File: config.mk
export PLATFORM = sky130hd
export DESIGN_NAME = fifo_pin_host
export DESIGN_NICKNAME = d
export VERILOG_FILES = /design/src/fifo_host_pkg.sv /design/src/fifo_stream_if.sv /design/src/stream_fifo.sv /design/src/fifo_pin_host.sv
export SDC_FILE = /design/constraint.sdc
export NUM_CORES = 1
export LEC_CHECK = 0
export BUFFER_PORTS_ARGS = -buffer_cell sky130_fd_sc_hd__buf_2
export CAP_MARGIN = 25
export CELL_PAD_IN_SITES_DETAIL_PLACEMENT = 1
export CELL_PAD_IN_SITES_GLOBAL_PLACEMENT = 1
export CORE_MARGIN = 2
export CORE_UTILIZATION = 52
export DETAILED_ROUTE_END_ITERATION = 10
export GPL_TIMING_DRIVEN = 0
export PLACE_DENSITY_LB_ADDON = 0.1
export SETUP_SLACK_MARGIN = 0.1
export SLEW_MARGIN = 20
export SYNTH_ARGS = -nofsm -noshare
export SYNTH_HDL_FRONTEND = slang
export SYNTH_SLANG_ARGS = --single-unit
File: constraint.sdc
create_clock -name clock -period 3.8 [get_ports clock]
set_input_delay 0.57 -clock clock [delete_from_list [all_inputs] [get_ports clock]]
set_output_delay 0.57 -clock clock [all_outputs]
set_load 0.02 [all_outputs]
File: src/fifo_host_pkg.sv
// Shared constants and state encodings for the pin-level FIFO host controller.
package fifo_host_pkg;

  // ==========================================================================
  // Clock and device geometry
  // ==========================================================================
  localparam int CLK_PERIOD_NS = 10;
  localparam int DEV_WIDTH     = 5;
  localparam int DEV_DEPTH     = 64;
  localparam int BUF_DEPTH     = 32;

  // ==========================================================================
  // Device timing, in the units printed
  // ==========================================================================
  localparam int T_CLEAR_NS         = 40;
  localparam int T_CLEAR_TO_PUSH_NS = 35;
  localparam int F_STROBE_MAX_MHZ   = 5;
  localparam int T_STROBE_PERIOD_NS = 1000 / F_STROBE_MAX_MHZ;
  localparam int T_FALL_THROUGH_US  = 4;

  // Least times round up to whole cycles, never below one.
  function automatic int cycles_min(input int ns);
    int c;
    c = (ns + CLK_PERIOD_NS - 1) / CLK_PERIOD_NS;
    return (c < 1) ? 1 : c;
  endfunction

  localparam int CLEAR_CYC       = cycles_min(T_CLEAR_NS);
  localparam int CLEAR_GAP_CYC   = cycles_min(T_CLEAR_TO_PUSH_NS);
  localparam int STROBE_CYC      = cycles_min(T_STROBE_PERIOD_NS);
  localparam int STROBE_HALF_CYC = STROBE_CYC / 2;
  localparam int FALL_CYC        = cycles_min(T_FALL_THROUGH_US * 1000);

  localparam int CNT_W = 9;
  typedef logic [CNT_W-1:0] cnt_t;

  // ==========================================================================
  // State encodings
  // ==========================================================================
  typedef enum logic [5:0] {
    W_CLR   = 6'h01,
    W_GAP   = 6'h02,
    W_IDLE  = 6'h04,
    W_SETUP = 6'h08,
    W_HIGH  = 6'h10,
    W_LOW   = 6'h20
  } write_state_t;

  typedef enum logic [2:0] {
    R_IDLE = 3'h1,
    R_HIGH = 3'h2,
    R_LOW  = 3'h4
  } read_state_t;

endpackage

File: src/fifo_stream_if.sv
// Valid/ready word stream between the host and its staging buffer.
`timescale 1ns/1ns
interface fifo_stream_if #(parameter int W = 5);
  logic         valid;
  logic         ready;
  logic [W-1:0] data;

  modport src (output valid, output data, input ready);
  modport snk (input valid, input data, output ready);
endinterface

File: src/stream_fifo.sv
// Flip-flop FIFO with parameterised width and depth, valid and ready on both sides.
`timescale 1ns/1ns
module stream_fifo
  import fifo_host_pkg::*;
#(
  parameter int W     = DEV_WIDTH,
  parameter int DEPTH = BUF_DEPTH
) (
  input wire logic    clock,
  input wire logic    rst_n,
  fifo_stream_if.snk  wr,
  fifo_stream_if.src  rd
);

  localparam int PW = $clog2(DEPTH);
  localparam int CW = $clog2(DEPTH + 1);

  typedef struct packed {
    logic [DEPTH-1:0][W-1:0] mem;
    logic [PW-1:0]           wp;
    logic [PW-1:0]           rp;
    logic [CW-1:0]           cnt;
  } fifo_state_t;

  fifo_state_t st_r;
  fifo_state_t st_nxt;
  logic        do_wr;
  logic        do_rd;

  // Wraps explicitly so a depth that is not a power of two still works.
  function automatic logic [PW-1:0] next_ptr(input logic [PW-1:0] p);
    return (p == PW'(DEPTH - 1)) ? '0 : PW'(p + 1'b1);
  endfunction

  assign wr.ready = (st_r.cnt != CW'(DEPTH));
  assign rd.valid = (st_r.cnt != '0);
  assign rd.data  = st_r.mem[st_r.rp];
  assign do_wr    = wr.valid && wr.ready;
  assign do_rd    = rd.valid && rd.ready;

  always_comb begin
    st_nxt = st_r;
    if (do_wr) begin
      st_nxt.mem[st_r.wp] = wr.data;
      st_nxt.wp           = next_ptr(st_r.wp);
    end
    if (do_rd) begin
      st_nxt.rp = next_ptr(st_r.rp);
    end
    if (do_wr && !do_rd) begin
      st_nxt.cnt = CW'(st_r.cnt + 1'b1);
    end else if (do_rd && !do_wr) begin
      st_nxt.cnt = CW'(st_r.cnt - 1'b1);
    end
  end

  always_ff @(posedge clock or negedge rst_n) begin
    if (!rst_n) begin
      st_r <= '0;
    end else begin
      st_r <= st_nxt;
    end
  end

endmodule // stream_fifo

File: src/fifo_pin_host.sv
// Host controller driving one or more side-by-side fall-through FIFO devices by their pins.
`timescale 1ns/1ns
module fifo_pin_host
  import fifo_host_pkg::*;
#(
  parameter int N_DEV = 1,
  parameter int DEPTH = BUF_DEPTH,
  parameter int W     = DEV_WIDTH * N_DEV
) (
  input  wire logic             clock,
  input  wire logic             rst_n,
  input  wire logic             in_valid,
  output wire logic             in_ready,
  input  wire logic [W-1:0]     in_data,
  output wire logic             out_valid,
  input  wire logic             out_ready,
  output wire logic [W-1:0]     out_data,
  output wire logic             dev_full,
  output wire logic             dev_empty,
  output wire logic [W-1:0]     dev_din,
  output wire logic             dev_push,
  output wire logic             dev_pop,
  output wire logic             clear_n,
  input  wire logic [N_DEV-1:0] space_avail,
  input  wire logic [N_DEV-1:0] word_valid,
  input  wire logic [W-1:0]     dev_dout
);

  typedef struct packed {
    write_state_t     ws;
    read_state_t      rs;
    cnt_t             wcnt;
    cnt_t             rcnt;
    logic             clear_n;
    logic             push;
    logic             pop;
    logic [W-1:0]     din;
    logic             ov;
    logic [W-1:0]     od;
    logic [N_DEV-1:0] sa_m;
    logic [N_DEV-1:0] sa_s;
    logic [N_DEV-1:0] wv_m;
    logic [N_DEV-1:0] wv_s;
    logic [W-1:0]     do_m;
    logic [W-1:0]     do_s;
    cnt_t             sa_lo;
    cnt_t             wv_lo;
    logic             full;
    logic             empty;
  } host_state_t;

  // Clear is low out of reset, so the device is cleared before any strobe.
  localparam host_state_t ST_RST = '{ws: W_CLR, rs: R_IDLE, default: '0};

  host_state_t st_r;
  host_state_t st_nxt;
  logic        take;
  logic        sa_all;
  logic        wv_all;
  logic        clear_done;

  fifo_stream_if #(.W(W)) wr_if ();
  fifo_stream_if #(.W(W)) rd_if ();

  stream_fifo #(.W(W), .DEPTH(DEPTH)) u_buf (
    .clock (clock),
    .rst_n (rst_n),
    .wr    (wr_if),
    .rd    (rd_if)
  );

  function automatic cnt_t bump(input cnt_t c);
    return cnt_t'(c + 1'b1);
  endfunction

  // ==========================================================================
  // Pin-facing outputs and composite flags
  // ==========================================================================
  assign wr_if.valid = in_valid;
  assign wr_if.data  = in_data;
  assign in_ready    = wr_if.ready;
  assign rd_if.ready = take;
  assign out_valid   = st_r.ov;
  assign out_data    = st_r.od;
  assign dev_full    = st_r.full;
  assign dev_empty   = st_r.empty;
  assign dev_din     = st_r.din;
  assign dev_push    = st_r.push;
  assign dev_pop     = st_r.pop;
  assign clear_n     = st_r.clear_n;
  assign sa_all      = &st_r.sa_s;
  assign wv_all      = &st_r.wv_s;
  assign clear_done  = (st_r.ws != W_CLR) && (st_r.ws != W_GAP);

  // ==========================================================================
  // Next-state logic
  // ==========================================================================
  always_comb begin
    st_nxt      = st_r;
    take        = 1'b0;
    st_nxt.sa_m = space_avail;
    st_nxt.sa_s = st_r.sa_m;
    st_nxt.wv_m = word_valid;
    st_nxt.wv_s = st_r.wv_m;
    st_nxt.do_m = dev_dout;
    st_nxt.do_s = st_r.do_m;

    // Flags are only trusted as full or empty after a whole fall-through time.
    st_nxt.sa_lo = sa_all ? '0 : ((st_r.sa_lo == cnt_t'(FALL_CYC)) ? st_r.sa_lo : bump(st_r.sa_lo));
    st_nxt.wv_lo = wv_all ? '0 : ((st_r.wv_lo == cnt_t'(FALL_CYC)) ? st_r.wv_lo : bump(st_r.wv_lo));
    st_nxt.full  = !sa_all && (st_r.sa_lo == cnt_t'(FALL_CYC));
    st_nxt.empty = !wv_all && (st_r.wv_lo == cnt_t'(FALL_CYC));

    case (st_r.ws)
      W_CLR: begin
        st_nxt.clear_n = 1'b0;
        if (st_r.wcnt == cnt_t'(CLEAR_CYC - 1)) begin
          st_nxt.clear_n = 1'b1;
          st_nxt.wcnt    = '0;
          st_nxt.ws      = W_GAP;
        end else begin
          st_nxt.wcnt = bump(st_r.wcnt);
        end
      end
      W_GAP: begin
        if (st_r.wcnt == cnt_t'(CLEAR_GAP_CYC - 1)) begin
          st_nxt.wcnt = '0;
          st_nxt.ws   = W_IDLE;
        end else begin
          st_nxt.wcnt = bump(st_r.wcnt);
        end
      end
      W_IDLE: begin
        // A push while the composite flag is low would be ignored, so none is made.
        if (rd_if.valid && sa_all) begin
          take       = 1'b1;
          st_nxt.din = rd_if.data;
          st_nxt.ws  = W_SETUP;
        end
      end
      W_SETUP: begin
        st_nxt.push = 1'b1;
        st_nxt.wcnt = '0;
        st_nxt.ws   = W_HIGH;
      end
      W_HIGH: begin
        if (st_r.wcnt == cnt_t'(STROBE_HALF_CYC - 1)) begin
          st_nxt.push = 1'b0;
          st_nxt.wcnt = '0;
          st_nxt.ws   = W_LOW;
        end else begin
          st_nxt.wcnt = bump(st_r.wcnt);
        end
      end
      W_LOW: begin
        if (st_r.wcnt == cnt_t'(STROBE_HALF_CYC - 1)) begin
          st_nxt.wcnt = '0;
          st_nxt.ws   = W_IDLE;
        end else begin
          st_nxt.wcnt = bump(st_r.wcnt);
        end
      end
      default: begin
        st_nxt.ws = W_CLR;
      end
    endcase

    if (out_ready && st_r.ov) begin
      st_nxt.ov = 1'b0;
    end

    case (st_r.rs)
      R_IDLE: begin
        // The word is taken on the same edge that raises the pop, while the device still holds it stable.
        if (clear_done && wv_all && !st_r.ov) begin
          st_nxt.ov   = 1'b1;
          st_nxt.od   = st_r.do_s;
          st_nxt.pop  = 1'b1;
          st_nxt.rcnt = '0;
          st_nxt.rs   = R_HIGH;
        end
      end
      R_HIGH: begin
        if (st_r.rcnt == cnt_t'(STROBE_HALF_CYC - 1)) begin
          st_nxt.pop  = 1'b0;
          st_nxt.rcnt = '0;
          st_nxt.rs   = R_LOW;
        end else begin
          st_nxt.rcnt = bump(st_r.rcnt);
        end
      end
      R_LOW: begin
        // The low phase also covers flag settling plus the two-stage synchroniser.
        if (st_r.rcnt == cnt_t'(STROBE_HALF_CYC - 1)) begin
          st_nxt.rcnt = '0;
          st_nxt.rs   = R_IDLE;
        end else begin
          st_nxt.rcnt = bump(st_r.rcnt);
        end
      end
      default: begin
        st_nxt.rs = R_IDLE;
      end
    endcase
  end

  always_ff @(posedge clock or negedge rst_n) begin
    if (!rst_n) begin
      st_r <= ST_RST;
    end else begin
      st_r <= st_nxt;
    end
  end

  // ==========================================================================
  // Checks
  // ==========================================================================
  cnt_t push_gap;
  cnt_t pop_gap;
  logic push_q;
  logic pop_q;

  always_ff @(posedge clock or negedge rst_n) begin
    if (!rst_n) begin
      push_gap <= '1;
      pop_gap  <= '1;
      push_q   <= 1'b0;
      pop_q    <= 1'b0;
    end else begin
      push_q   <= dev_push;
      pop_q    <= dev_pop;
      push_gap <= (dev_push && !push_q) ? cnt_t'(1) : ((push_gap == '1) ? push_gap : bump(push_gap));
      pop_gap  <= (dev_pop && !pop_q) ? cnt_t'(1) : ((pop_gap == '1) ? pop_gap : bump(pop_gap));
    end
  end
endmodule // fifo_pin_host

== Word level (Yosys, flattened, before mapping) ==
Cells that the tools add are included.

* Register bits after elaboration: 251
* Memories: 0
* Bits in writable memories: 0
* Output and inout port bits: 17
* Memory bits (read-only): 0
* Latch bits: 0

* $lt $le $gt $ge: 3
* Reductions and logical operators: 33
* Bitwise gates (word level): 0
* $add $sub $neg: 8
* Div/mod/pow operators: 0
* Muxes and demuxes: 40
* Eq/ne operators: 29
* Shifts and indexed selects: 0
* Multiply operators: 0

{| class="wikitable"
|+ Operators with widths
! kind !! number
|-
| bitwise mux 160 bit || 1
|-
| 2-to-1 mux 9 bit || 8
|-
| 2-to-1 mux 6 bit || 9
|-
| adder 9 x 1 -> 9 bit, second input constant || 4
|-
| one-hot mux 6 bit (6 select lines) || 1
|-
| one-hot mux 9 bit (3 select lines) || 1
|-
| binary-select mux 5 bit (select 5 bit) || 1
|-
| demux 5 bit (select 5 bit) || 1
|-
| 2-to-1 mux 5 bit || 4
|-
| != test 2 bit, second input constant || 10
|-
| == test 9 x 4 -> 1 bit, second input constant || 2
|-
| == test 9 bit, second input constant || 2
|-
| one-hot mux 9 bit (2 select lines) || 1
|-
| logical AND 1 bit || 12
|-
| < comparator 5 x 6 -> 1 bit, second input constant || 2
|-
| adder 5 x 1 -> 5 bit, second input constant || 2
|-
| == test 5 bit, second input constant || 2
|-
| == test 9 x 2 -> 1 bit, second input constant || 1
|-
| 2-to-1 mux 3 bit || 3
|-
| one-hot mux 3 bit (3 select lines) || 1
|-
| AND reduction 2 bit || 4
|-
| nonzero test 2 bit || 4
|-
| 2-to-1 mux 1 bit || 7
|-
| adder 6 x 1 -> 6 bit, second input constant || 1
|-
| other kinds (21) || 29
|}

== Depth between registers and ports, before layout ==
Gate-level depths: netlist of the first run.

* Depth after elaboration: 8
* Depth in mapped cells: 14
* Gate-level depth less buffers: 12

== Modules after synthesis ==
From an unflattened synthesis of the first run, not the netlist that was laid out.

* Cells, all modules: 970
* Area total of the unflattened synthesis: 11997.8 um^2

{| class="wikitable"
|+ Modules (own cells, without submodules)
! module !! cells each !! times used !! seq. area each (um^2) !! area an instance (um^2)
|-
| stream_fifo || 631 || 1 || 4404.2 || 8473.1
|-
| fifo_pin_host || 339 || 1 || 1879.3 || 3524.6
|}

== Least setup slack after synthesis of the first run ==
Ideal clock, no wire load.

* Path kind: reg2reg
* From: reg u_buf.st_r[3] in the netlist's numbering
* To: reg u_buf.st_r[5] in the netlist's numbering
* Slack: 995 ps
* Arrival: 2674 ps
* Setup time: 132 ps
* Stages on the path, launching flop included: 14
* Path buffers: 1
* Cells stage by stage: dfrtp_1 or2_2 nand2b_1 and3_1 buf_2 inv_2 ha_1 inv_1 ha_1 nand2_1 o21ai_0 mux2i_1 o2111ai_1 xor2_1

* Longest elaborated chain between the ends: 8

{| class="wikitable"
|+ RTL lines
! item !! RTL line !! text
|-
| start: declaration || stream_fifo.sv:25 || <nowiki>fifo_state_t st_r;</nowiki>
|-
| start signal: assignment || stream_fifo.sv:61 || <nowiki>st_r <= st_nxt;</nowiki>
|-
| parallel branches: the longest is 8 deep, another holds subtractor 6 x 1 -> 6 bit || -- ||
|}

Several ways; the timed one is not identified. The select of a mux whose other input is x is not followed.
A chain may end at the register's enable or synchronous reset.

== Final worst setup path of the first run ==
Ends and elaborated chain as after synthesis.

==> qor.yml, run 1 <==
critical_path:
  reg2reg_setup_slack_ns: 0.43
  path_max_fanout: 8
  r2r_end: "u_buf.st_r[5]$_DFFE_PN0P_"
  ff2ff_path_depth: 13
  critPathKind: "register to register"
  required_ns: 4.22
  arrival_ns: 3.79
  critPathLaunchType: "register"
  r2r-start: "u_buf.st_r[3]$_DFFE_PN0P_"
  endpoint_kind: "register"
clock_network:
  post_cts.repair.setup_buffers: 0
  cts_buffer_depth: 3
  clk-insertion-delay-late_ns: 0.55
  cts_tree: "built"
  cts.sinks: 251
  clk_pin_slew_ns: 0.06
  cts_root_buf: "clkbuf_16"
  cts-buffers-inserted: 29
  htree_levels: 1
power_and_ir_drop:
  p_sw_mw: 3.352
  leakage_nw: 6.384
  ir_worst_vdd_uv: 413.6
  clkPwrFrac_pct: 26.5
  p_comb_share_pct: 34.4
  powerDensity_nw_per_um2: 749.5
  seqPwrFrac_pct: 39.1
  switching_share_pct: 32.16
  p_int_mw: 7.073
sta:
  rsz0062_at_grt: "no"
  tns_ns: 0
  worstMarginPinSlew_ns: 0.9941
  fin_crit_sh_pct: 88.65
  max_freq_mhz: 296.9
  relSlewSlack_pct: 33.22
  maxSlewViolCount: 0
  setup_violations: 0
  period_needed_ns: 3.369
  hold_viol: 0
  final.setup_skew_ns: 0.01763
logic_synthesis:
  yosysSeqAreaShare_pct: 50.93
  synthFlopType: "dfrtp_1"
  syn_inst: 951
  avgSynthCellArea_um2: 12.97
  synth_seq_cells: 251
  synth.distinct_cells: 70
  syn_area_um2: 12340
  ys_warn_count: 0
  async_reset_ff_share_pct: 100.0
  synth_fp_nets: 988
  synth-edff-count: 0
flow_run:
  drv_cap: 0
cells_and_area:
  ff_latch_area_um2: 6284
  final_layout_size_suffix_gt1_share_pct: 32.95
  fin_nets: 1053
  n_antenna_cell: 0
  utilization_pct: 59.44
  area.growth.synth_to_final_pct: 12.74
  stdcell_area_um2: 13910
  nFillCells: 2363
  multiInputGateArea_um2: 5533
placed_design:
  place_area_um2: 12960
  dp_hpwl_mm: 20.18
  place.gp.congestion: 0.8128
  port-buffer-count: 32
drt:
  drt_iter0_markers: 440
  via_count: 7791
  wl_mm: 29.13
  drc: 0
  ant_nets: 0
  vias_per_cell: 5.741
  wl_per_cell_um: 21.47
  drtPass1Iterations: 6
floorplanning:
  core_area_um2: 23400
  placementRows: 56
  die-area_um2: 24980
  die_h_um: 158.0
  die_w_um: 158.0
  ios: 33
  start_util_pct: 52.72
grt:
  grt_start_max_net_pins: 96
  track_usage_pct: 24.23
  antenna_found_initial: 0
  grt_pass1_wl_mm: 46.77
  grt_pass1_vias: 8222
  grt_overflow: 0
outcome:
  status: "finished clean"
worst_hold_path:
  min_path_type: "input pin to async pin"
## timing repair
item                       4_1_cts  5_1_grt
setup endpoints to repair        0        1
gates resized for setup          0        1
hold buffers                     0        0
## layer usage
layer  vias up  wire (um)  track usage [%]
li1       3574          -                -
met1      4066      13660            34.33
met2       108      14100            40.29
met3        43        791            2.902
met4         0        577            5.577
met5         -          0                0
## power by group through the flow
| stage | logic, mW | registers (mW) | clock network [mW] |
|---|---|---|---|
| floorplan | 2.76 | 3.93 | 0 |
| global placement | 3.46 | 4.06 | 0 |
| detailed placement | 3.57 | 4.11 | 0 |
| CTS | 3.60 | 4.07 | 2.82 |
| global route | 3.87 | 4.19 | 2.93 |
| finish | 3.59 | 4.07 | 2.76 |
## flip-flops by register name (all words and copies together) (netlist names), 5 cells and up
register / count
dev_din: 5
st_r: 50
u_buf.st_r: 176
out_data: 5
st_nxt: 7
## synthesized netlist by cell type (12+ instances only)
| cell | count | share of area, % |
|---|---|---|
| dfrtp_1 | 249 | 51 |
| mux2_2 | 107 | 9.8 |
| mux2_4 | 60 | 7.3 |
| nand2_1 | 56 | 1.7 |
| nor2_1 | 49 | 1.5 |
| mux4_2 | 30 | 5.5 |
| clkbuf_1 | 27 | 0.82 |
| and3_1 | 25 | 1.3 |
| a21oi_1 | 24 | 0.97 |
| mux2i_1 | 21 | 1.7 |
| ha_1 | 20 | 2.0 |
| nand3_1 | 18 | 0.73 |
| buf_6 | 17 | 1.6 |
| xor2_1 | 16 | 1.1 |
| inv_1 | 15 | 0.46 |
| o21ai_0 | 14 | 0.57 |
| buf_4 | 12 | 0.73 |
| nor3_1 | 12 | 0.49 |
## how the worst max path moves through the flow
stage	startpoint	end	slack [ns]
6_report	u_buf.st_r[3]$_DFFE_PN0P_	u_buf.st_r[5]$_DFFE_PN0P_	0.43
5_1_grt	u_buf.st_r[3]$_DFFE_PN0P_	u_buf.st_r[5]$_DFFE_PN0P_	0.22
4_1_cts	u_buf.st_r[3]$_DFFE_PN0P_	u_buf.st_r[5]$_DFFE_PN0P_	0.32
3_5_place_dp	u_buf.st_r[3]$_DFFE_PN0P_	u_buf.st_r[5]$_DFFE_PN0P_	0.35
3_3_place_gp	rst_n	u_buf.st_r[63]$_DFFE_PN0P_	-2.49
2_1_floorplan	u_buf.st_r[3]$_DFFE_PN0P_	u_buf.st_r[5]$_DFFE_PN0P_	0.99
## per-stage QoR
stage                     cells  total power, mW  hold slack, ns  worst slack, ns
final                      1357            10.43         0.02548           0.4313
after global routing       1357            10.99         0.06534           0.2171
after floorplan             951            6.693          0.2744           0.9947
after detailed placement   1304            7.679          0.3358           0.3516
after CTS                  1357            10.49         0.04028           0.3187
after global placement     1302            7.521          0.3318           -2.486
## worst max-delay path, stage by stage (launching register included)
cell and delay [ns]:
dfrtp_1 0.39, or2_2 0.34, nand2b_1 0.27, and3_1 0.24
buf_2 0.16, inv_2 0.19, ha_1 0.30, inv_1 0.15
ha_1 0.38, nand2_1 0.07, o21ai_1 0.22, mux2i_1 0.22
o2111ai_1 0.13, xor2_1 0.17
## cell usage in the layout, fill, tap and decap left out, drive strengths merged, types with 11 or more instances in the layout
cell type	count
dfrtp	249
mux2	167
buf	80
clkbuf	68
nand2	57
nor2	49
mux4	30
and3	25
a21oi	24
mux2i	21
ha	20
nand3	19
inv	17
xor2	16
o21ai	16
nor3	13
a31oi	11
## area by class of cell
cell class / count / share of cell area [%]
timing repair buffer: 34 / 1.619
sequential: 251 / 45.17
clock inverter: 12 / 0.8366
tap: 319 / 2.869
inverter: 17 / 0.4588
clock buffer: 41 / 5.973
buffer: 73 / 3.292
multi-input combinational: 610 / 39.78
## cell families after synthesis
group           synth area share [%]
flops                          50.93
simple gates                   10.77
mux                            24.25
compound gates                 6.075
buf+inv                        4.229
xor+xnor                       1.562
fa+ha+maj                      2.190
Note: power is estimated with default switching activity, not from simulation.
==> run 2, diff against run 1 <==
CORE_UTILIZATION = 56   (was 52)
PLACE_DENSITY = 0.95   (was unset)
PLACE_DENSITY_LB_ADDON = unset   (was 0.1)
clock period = 3.96 ns   (was 3.8 ns; I/O delays follow)
==> run 2 against run 1 <==
Against the previous run:
- utilization increased by 4.1 points
- total power decreased by 1.4%
- clock-buffer cell count decreased by 2
- fmax decreased by 4.7%
- register-to-register slack about the same
- critical endpoint unchanged
- largest cell class unchanged
==> qor.yml, run 2 (synthesis gave the netlist of run 1 again) <==
placed_design:
  dp_hpwl_mm: 23.36  # +16%
  place_inst: 1265  # -3.0%
  port-buffer-count: 32  # unchanged
  place.gp.congestion: 0.8065  # -0.78%
critical_path:
  endpoint_kind: "register"
  arrival_ns: 3.95  # +0.16 ns
  path_max_fanout: 8  # unchanged
  cpMostUsedCell: "ha_1"
  critPathLaunchType: "register"
  required_ns: 4.38  # +0.16 ns
  path_cells: "or2_2 > nand2b_1 > and3_1 > buf_2 > inv_2 > ha_1 > inv_1 > ha_1 > nand2_1 > o21ai_0 > mux2i_1 > o2111ai_1 > xor2_1"
  critPathSlowestCell: "dfrtp_1"
  critPathKind: "register to register"
  max_stage_delay_ns: 0.40  # about the same
power_and_ir_drop:
  clkPwrFrac_pct: 25.2  # -1.3 points
  totalPowerFinal_mw: 10.28  # -1.4%
  switching_share_pct: 34.64  # +2.5 points
  ir_worst_vdd_uv: 448.4  # +8.4%
  powerDensity_nw_per_um2: 744.1  # -0.72%
  leakage_nw: 6.363  # -0.32%
  p_comb_share_pct: 35.6  # +1.2 points
  p_sw_mw: 3.561  # +6.2%
  p_int_mw: 6.719  # -5.0%
  seqPwrFrac_pct: 39.1  # about the same
sta:
  setup_violations: 0  # unchanged
  period_needed_ns: 3.535  # +0.1667 ns
  rsz0062_at_grt: "no"
  worstMarginPinSlew_ns: 1.033  # +0.03912 ns
  final.setup_skew_ns: 0.01110  # -0.006526 ns
  relSlewSlack_pct: 30.59  # -2.6 points
  hold_viol: 0  # unchanged
  fin_crit_sh_pct: 89.28  # +0.63 points
  maxSlewViolCount: 0  # unchanged
  max_freq_mhz: 282.9  # -4.7%
drt:
  drc: 0  # unchanged
  vias_per_cell: 6.438  # +12%
  ant_nets: 0  # unchanged
  wl_mm: 36.66  # +26%
  wl_per_cell_um: 27.90  # +30%
  via_count: 8460  # +8.6%
  drt_iter0_markers: 600  # +36%
  drtPass1Iterations: 5  # -1
cells_and_area:
  final_cell_mix: "dfrtp_1 (249), mux2_2 (107), mux2_4 (60)"
  area.growth.synth_to_final_pct: 11.97
  layout.cells.non_filler: 1314  # -3.2%
  largest_register_ffs: 176  # unchanged
  nFillCells: 2109  # -11%
  regMostFlops: "u_buf.st_r"
  final_common_cell: "dfrtp_1"
  final_layout_size_suffix_gt1_share_pct: 32.88  # -0.066 points
  n_antenna_cell: 0  # unchanged
  fin_nets: 1052  # -0.095%
floorplanning:
  die_w_um: 152.4  # -3.5%
  ios: 33  # unchanged
  core_area_um2: 21760  # -7.0%
  die_h_um: 152.4  # -3.5%
  start_util_pct: 56.71  # +4.0 points
  placementRows: 54  # -3.6%
  die-area_um2: 23230  # -7.0%
clock_network:
  cts.sinks: 251  # unchanged
  cts_tree: "built"
  post_cts.repair.setup_buffers: 0  # unchanged
  htree_levels: 1  # unchanged
  cts_resized: 0  # unchanged
  cts_buffer_depth: 3  # unchanged
  cts-buffers-inserted: 28  # -3.4%
  cts_root_buf: "clkbuf_16"
  clk-insertion-delay-late_ns: 0.55  # about the same
  hold_buffers: 0  # unchanged
  clk_pin_slew_ns: 0.06  # about the same
grt:
  antenna_found_initial: 0  # unchanged
  grt_overflow: 0  # unchanged
  grt_start_max_net_pins: 90  # -6.3%
  grt_pass1_vias: 9757  # +19%
  grt_pass1_wl_mm: 58.37  # +25%
  track_usage_pct: 32.32  # +8.1 points
worst_hold_path:
  min_path_type: "input pin to async pin"
flow_run:
  drv_cap: 0  # unchanged
outcome:
  status: "finished clean"
[run 2: cell count changes in the layout (fill, tap and decap cells not counted)]
cell and delta:
o21ai_0 +1, clkbuf_1 -2, o21ai_1 -1, clkinv_4 -1
bufinv_16 -1
[run 2: final cells by class]
cell class	count	area (um2)	area share, %
Clock inverter	10	77.57	0.5615
Sequential cell	251	6284	45.49
Timing Repair Buffer	34	225.2	1.630
Multi-Input combinational cell	610	5533	40.05
Clock buffer	39	823.3	5.960
Tap cell	280	350.3	2.536
Inverter	17	63.81	0.4619
Buffer	73	457.9	3.315
[run 2: metal layers]
metal,track usage (%),wire length [um]
met5,0,0
met4,15.17,1890
met3,5.660,1920
met2,56.84,18700
met1,38.84,14140
[run 2: worst max-delay path, delay by kind of cell (launching register included)]
family / cells / cell delay, ns
buffers and inverters: 3 / 0.54
adders and majority gates: 2 / 0.69
muxes: 1 / 0.23
and+or+nand+nor: 4 / 0.90
xor gates and xnor gates: 1 / 0.18
DFF: 1 / 0.40
AOI/OAI and AO/OA: 2 / 0.46
[run 2: metrics by stage]
step	instance area, um2	hold slack [ns]	setup WS, ns	utilization, %	setup TNS (ns)
2_1_floorplan	12340	0.2984	1.155	-	0
3_3_place_gp	12850	0.3343	-2.078	59.06	-513.64
3_5_place_dp	12910	0.3362	0.5184	59.36	0
4_1_cts	13810	0.07555	0.4381	63.50	0
5_1_grt	13810	0.1013	0.2277	63.50	0
6_report	13810	0.05242	0.4246	63.50	0
[run 2: final timing paths]
check / from / to / slack [ns] / cells past startpoint
max: u_buf.st_r[3]$_DFFE_PN0P_ / u_buf.st_r[5]$_DFFE_PN0P_ / 0.42 / 13
min: rst_n / dev_full$_DFF_PN0_ / 0.05 / 1
max reg2reg: u_buf.st_r[3]$_DFFE_PN0P_ / u_buf.st_r[5]$_DFFE_PN0P_ / 0.42 / 13
min reg2reg: st_nxt[22]$_DFF_PN0_ / st_r[22]$_DFF_PN0_ / 0.35 / 0
max in group asynchronous: rst_n / u_buf.st_r[94]$_DFFE_PN0P_ / 3.02 / 2
min in group clock: word_valid / st_nxt[30]$_DFF_PN0_ / 0.15 / 1
[run 2: power by group through the flow]
stage | logic, mW | clock network (mW) | registers (mW)
finish | 3.66 | 2.59 | 4.02
global placement | 3.26 | 0 | 3.87
floorplan | 2.65 | 0 | 3.78
global route | 3.89 | 2.70 | 4.10
detailed placement | 3.53 | 0 | 3.99
CTS | 3.65 | 2.61 | 4.00
==> run 3, diff against run 2 <==
ABC_AREA = 0   (was unset)
PLACE_DENSITY = unset   (was 0.95)
PLACE_DENSITY_LB_ADDON = 0.2   (was unset)
==> run 3 against run 2 <==
Against the previous run:
- combinational power is 5% lower
- largest power group unchanged
- critical path type unchanged
- largest cell class unchanged
- clock power up 3%
- clock skew increased by 0.018 ns
- die area unchanged
- sequential power down 2%
- critical endpoint unchanged
==> qor.yml, run 3 (synthesis gave the netlist of run 1 again) <==
cells_and_area:
  final_common_cell: "dfrtp_1"
  fin_nets: 1053  # +0.095%
  largest_register_ffs: 176  # unchanged
  final_cell_mix: "dfrtp_1 (249), mux2_2 (107), mux2_4 (60)"
  n_antenna_cell: 0  # unchanged
  regMostFlops: "u_buf.st_r"
  area.growth.synth_to_final_pct: 12.42
  stdcell_area_um2: 13870  # +0.41%
  final_layout_size_suffix_gt1_share_pct: 32.85  # about the same
grt:
  antenna_found_initial: 0  # unchanged
  grt_pass1_vias: 8840  # -9.4%
  track_usage_pct: 27.61  # -4.7 points
  grt_pass1_wl_mm: 50.98  # -13%
  grt_overflow: 0  # unchanged
  grt_start_max_net_pins: 101  # +12%
power_and_ir_drop:
  ir_worst_vdd_uv: 419.8  # -6.4%
  leakage_nw: 6.393  # +0.47%
  totalPowerFinal_mw: 10.09  # -1.9%
  powerDensity_nw_per_um2: 727.3  # -2.3%
sta:
  setup_violations: 0  # unchanged
  hold_viol: 0  # unchanged
  rsz0062_at_grt: "no"
  final.setup_skew_ns: 0.02885  # +0.01774 ns
  fin_crit_sh_pct: 86.97  # -2.3 points
  worstMarginPinSlew_ns: 0.9902  # -0.04301 ns
  maxSlewViolCount: 0  # unchanged
  period_needed_ns: 3.444  # -0.09155 ns
  max_freq_mhz: 290.4  # +2.7%
  relSlewSlack_pct: 33.48  # +2.9 points
floorplanning:
  die_w_um: 152.4  # unchanged
  ios: 33  # unchanged
  die_h_um: 152.4  # unchanged
  placementRows: 54  # unchanged
  core_area_um2: 21760  # unchanged
  start_util_pct: 56.71  # unchanged
  die-area_um2: 23230  # unchanged
critical_path:
  r2r_end: "u_buf.st_r[5]$_DFFE_PN0P_"
  required_ns: 4.38  # about the same
  crit_path_start: "u_buf.st_r[3]$_DFFE_PN0P_"
  path_cells: "or2_2 > nand2b_1 > and3_1 > buf_2 > inv_2 > ha_1 > inv_1 > ha_1 > nand2_1 > o21ai_0 > mux2i_1 > o2111ai_1 > xor2_1"
  cp_top_family: "simple AND/OR/NAND/NOR gates"
  critPathKind: "register to register"
  cpMostUsedCell: "ha_1"
  reg2reg_setup_slack_ns: 0.52  # +0.09 ns
  critPathLaunchType: "register"
  path_buf_inv: 3  # unchanged
  r2r-start: "u_buf.st_r[3]$_DFFE_PN0P_"
  path_max_fanout: 8  # unchanged
  critPathSlowestCell: "dfrtp_1"
  arrival_ns: 3.86  # -0.09 ns
  max_stage_delay_ns: 0.39  # about the same
  ff2ff_path_depth: 13  # unchanged
  endpoint_kind: "register"
placed_design:
  place_area_um2: 12910  # unchanged
  dp_hpwl_mm: 21.10  # -9.6%
  port-buffer-count: 32  # unchanged
  place.gp.congestion: 0.7742  # -4.0%
clock_network:
  cts_tree: "built"
  cts_resized: 0  # unchanged
  cts-buffers-inserted: 28  # unchanged
  cts_buffer_depth: 3  # unchanged
  hold_buffers: 0  # unchanged
  clk-insertion-delay-late_ns: 0.55  # about the same
  clk_pin_slew_ns: 0.06  # about the same
  htree_levels: 1  # unchanged
  post_cts.repair.setup_buffers: 0  # unchanged
  cts_root_buf: "clkbuf_16"
  cts.sinks: 251  # unchanged
drt:
  drc: 0  # unchanged
  drt_iter0_markers: 348  # -42%
  wl_per_cell_um: 23.70  # -15%
  via_count: 7921  # -6.4%
  drtPass1Iterations: 4  # -1
  vias_per_cell: 6.010  # -6.7%
  ant_nets: 0  # unchanged
  wl_mm: 31.23  # -15%
outcome:
  status: "finished clean"
flow_run:
  drv_cap: 0  # unchanged
worst_hold_path:
  min_path_type: "input pin to async pin"
==> run 3: report_power, final <==
part,leakage (nW),internal (mW),switching [mW],total (mW)
registers,3.24,3.39,0.560,3.95
clock network,0.475,1.62,1.05,2.66
logic,2.68,1.81,1.66,3.47
==> run 3: area by class of cell <==
| type | instances | area (um2) |
|---|---|---|
| multi-input combinational | 610 | 5533 |
| sequential | 251 | 6284 |
| buffer | 73 | 457.9 |
| clock inverter | 8 | 90.09 |
| clock buffer | 44 | 862.1 |
| timing repair buffer | 35 | 230.2 |
| tap | 280 | 350.3 |
| inverter | 17 | 63.81 |
| fill | 2138 | 7885 |
==> run 3: metrics by stage <==
stage,util (%),cells,setup slack (ns),hold slack (ns),TNS (ns)
floorplan,-,951,1.155,0.2984,0
global placement,59.06,1263,-2.217,0.3332,-548.79
detailed placement,59.36,1265,0.5800,0.3378,0
CTS,63.73,1317,0.5483,0.06544,0
global route,63.76,1318,0.3203,0.09113,0
finish,63.76,1318,0.5161,0.05158,0
==> run 3: layer usage <==
| layer | GRT usage, % | vias to the layer above | routed length (um) |
|---|---|---|---|
| met4 | 7.496 | 0 | 765 |
| li1 | - | 3572 | - |
| met5 | 0 | - | 0 |
| met2 | 47.90 | 150 | 15760 |
| met1 | 37.23 | 4140 | 13640 |
| met3 | 3.271 | 59 | 1074 |
==> run 3: worst max-delay path by stage <==
stage	endpoint	cells after the start	slack, ns
after global placement	u_buf.st_r[93]$_DFFE_PN0P_	1	-2.22
after global routing	u_buf.st_r[5]$_DFFE_PN0P_	13	0.32
after detailed placement	u_buf.st_r[5]$_DFFE_PN0P_	13	0.58
after floorplan	u_buf.st_r[5]$_DFFE_PN0P_	13	1.15
after CTS	u_buf.st_r[5]$_DFFE_PN0P_	13	0.55
final	u_buf.st_r[5]$_DFFE_PN0P_	13	0.52
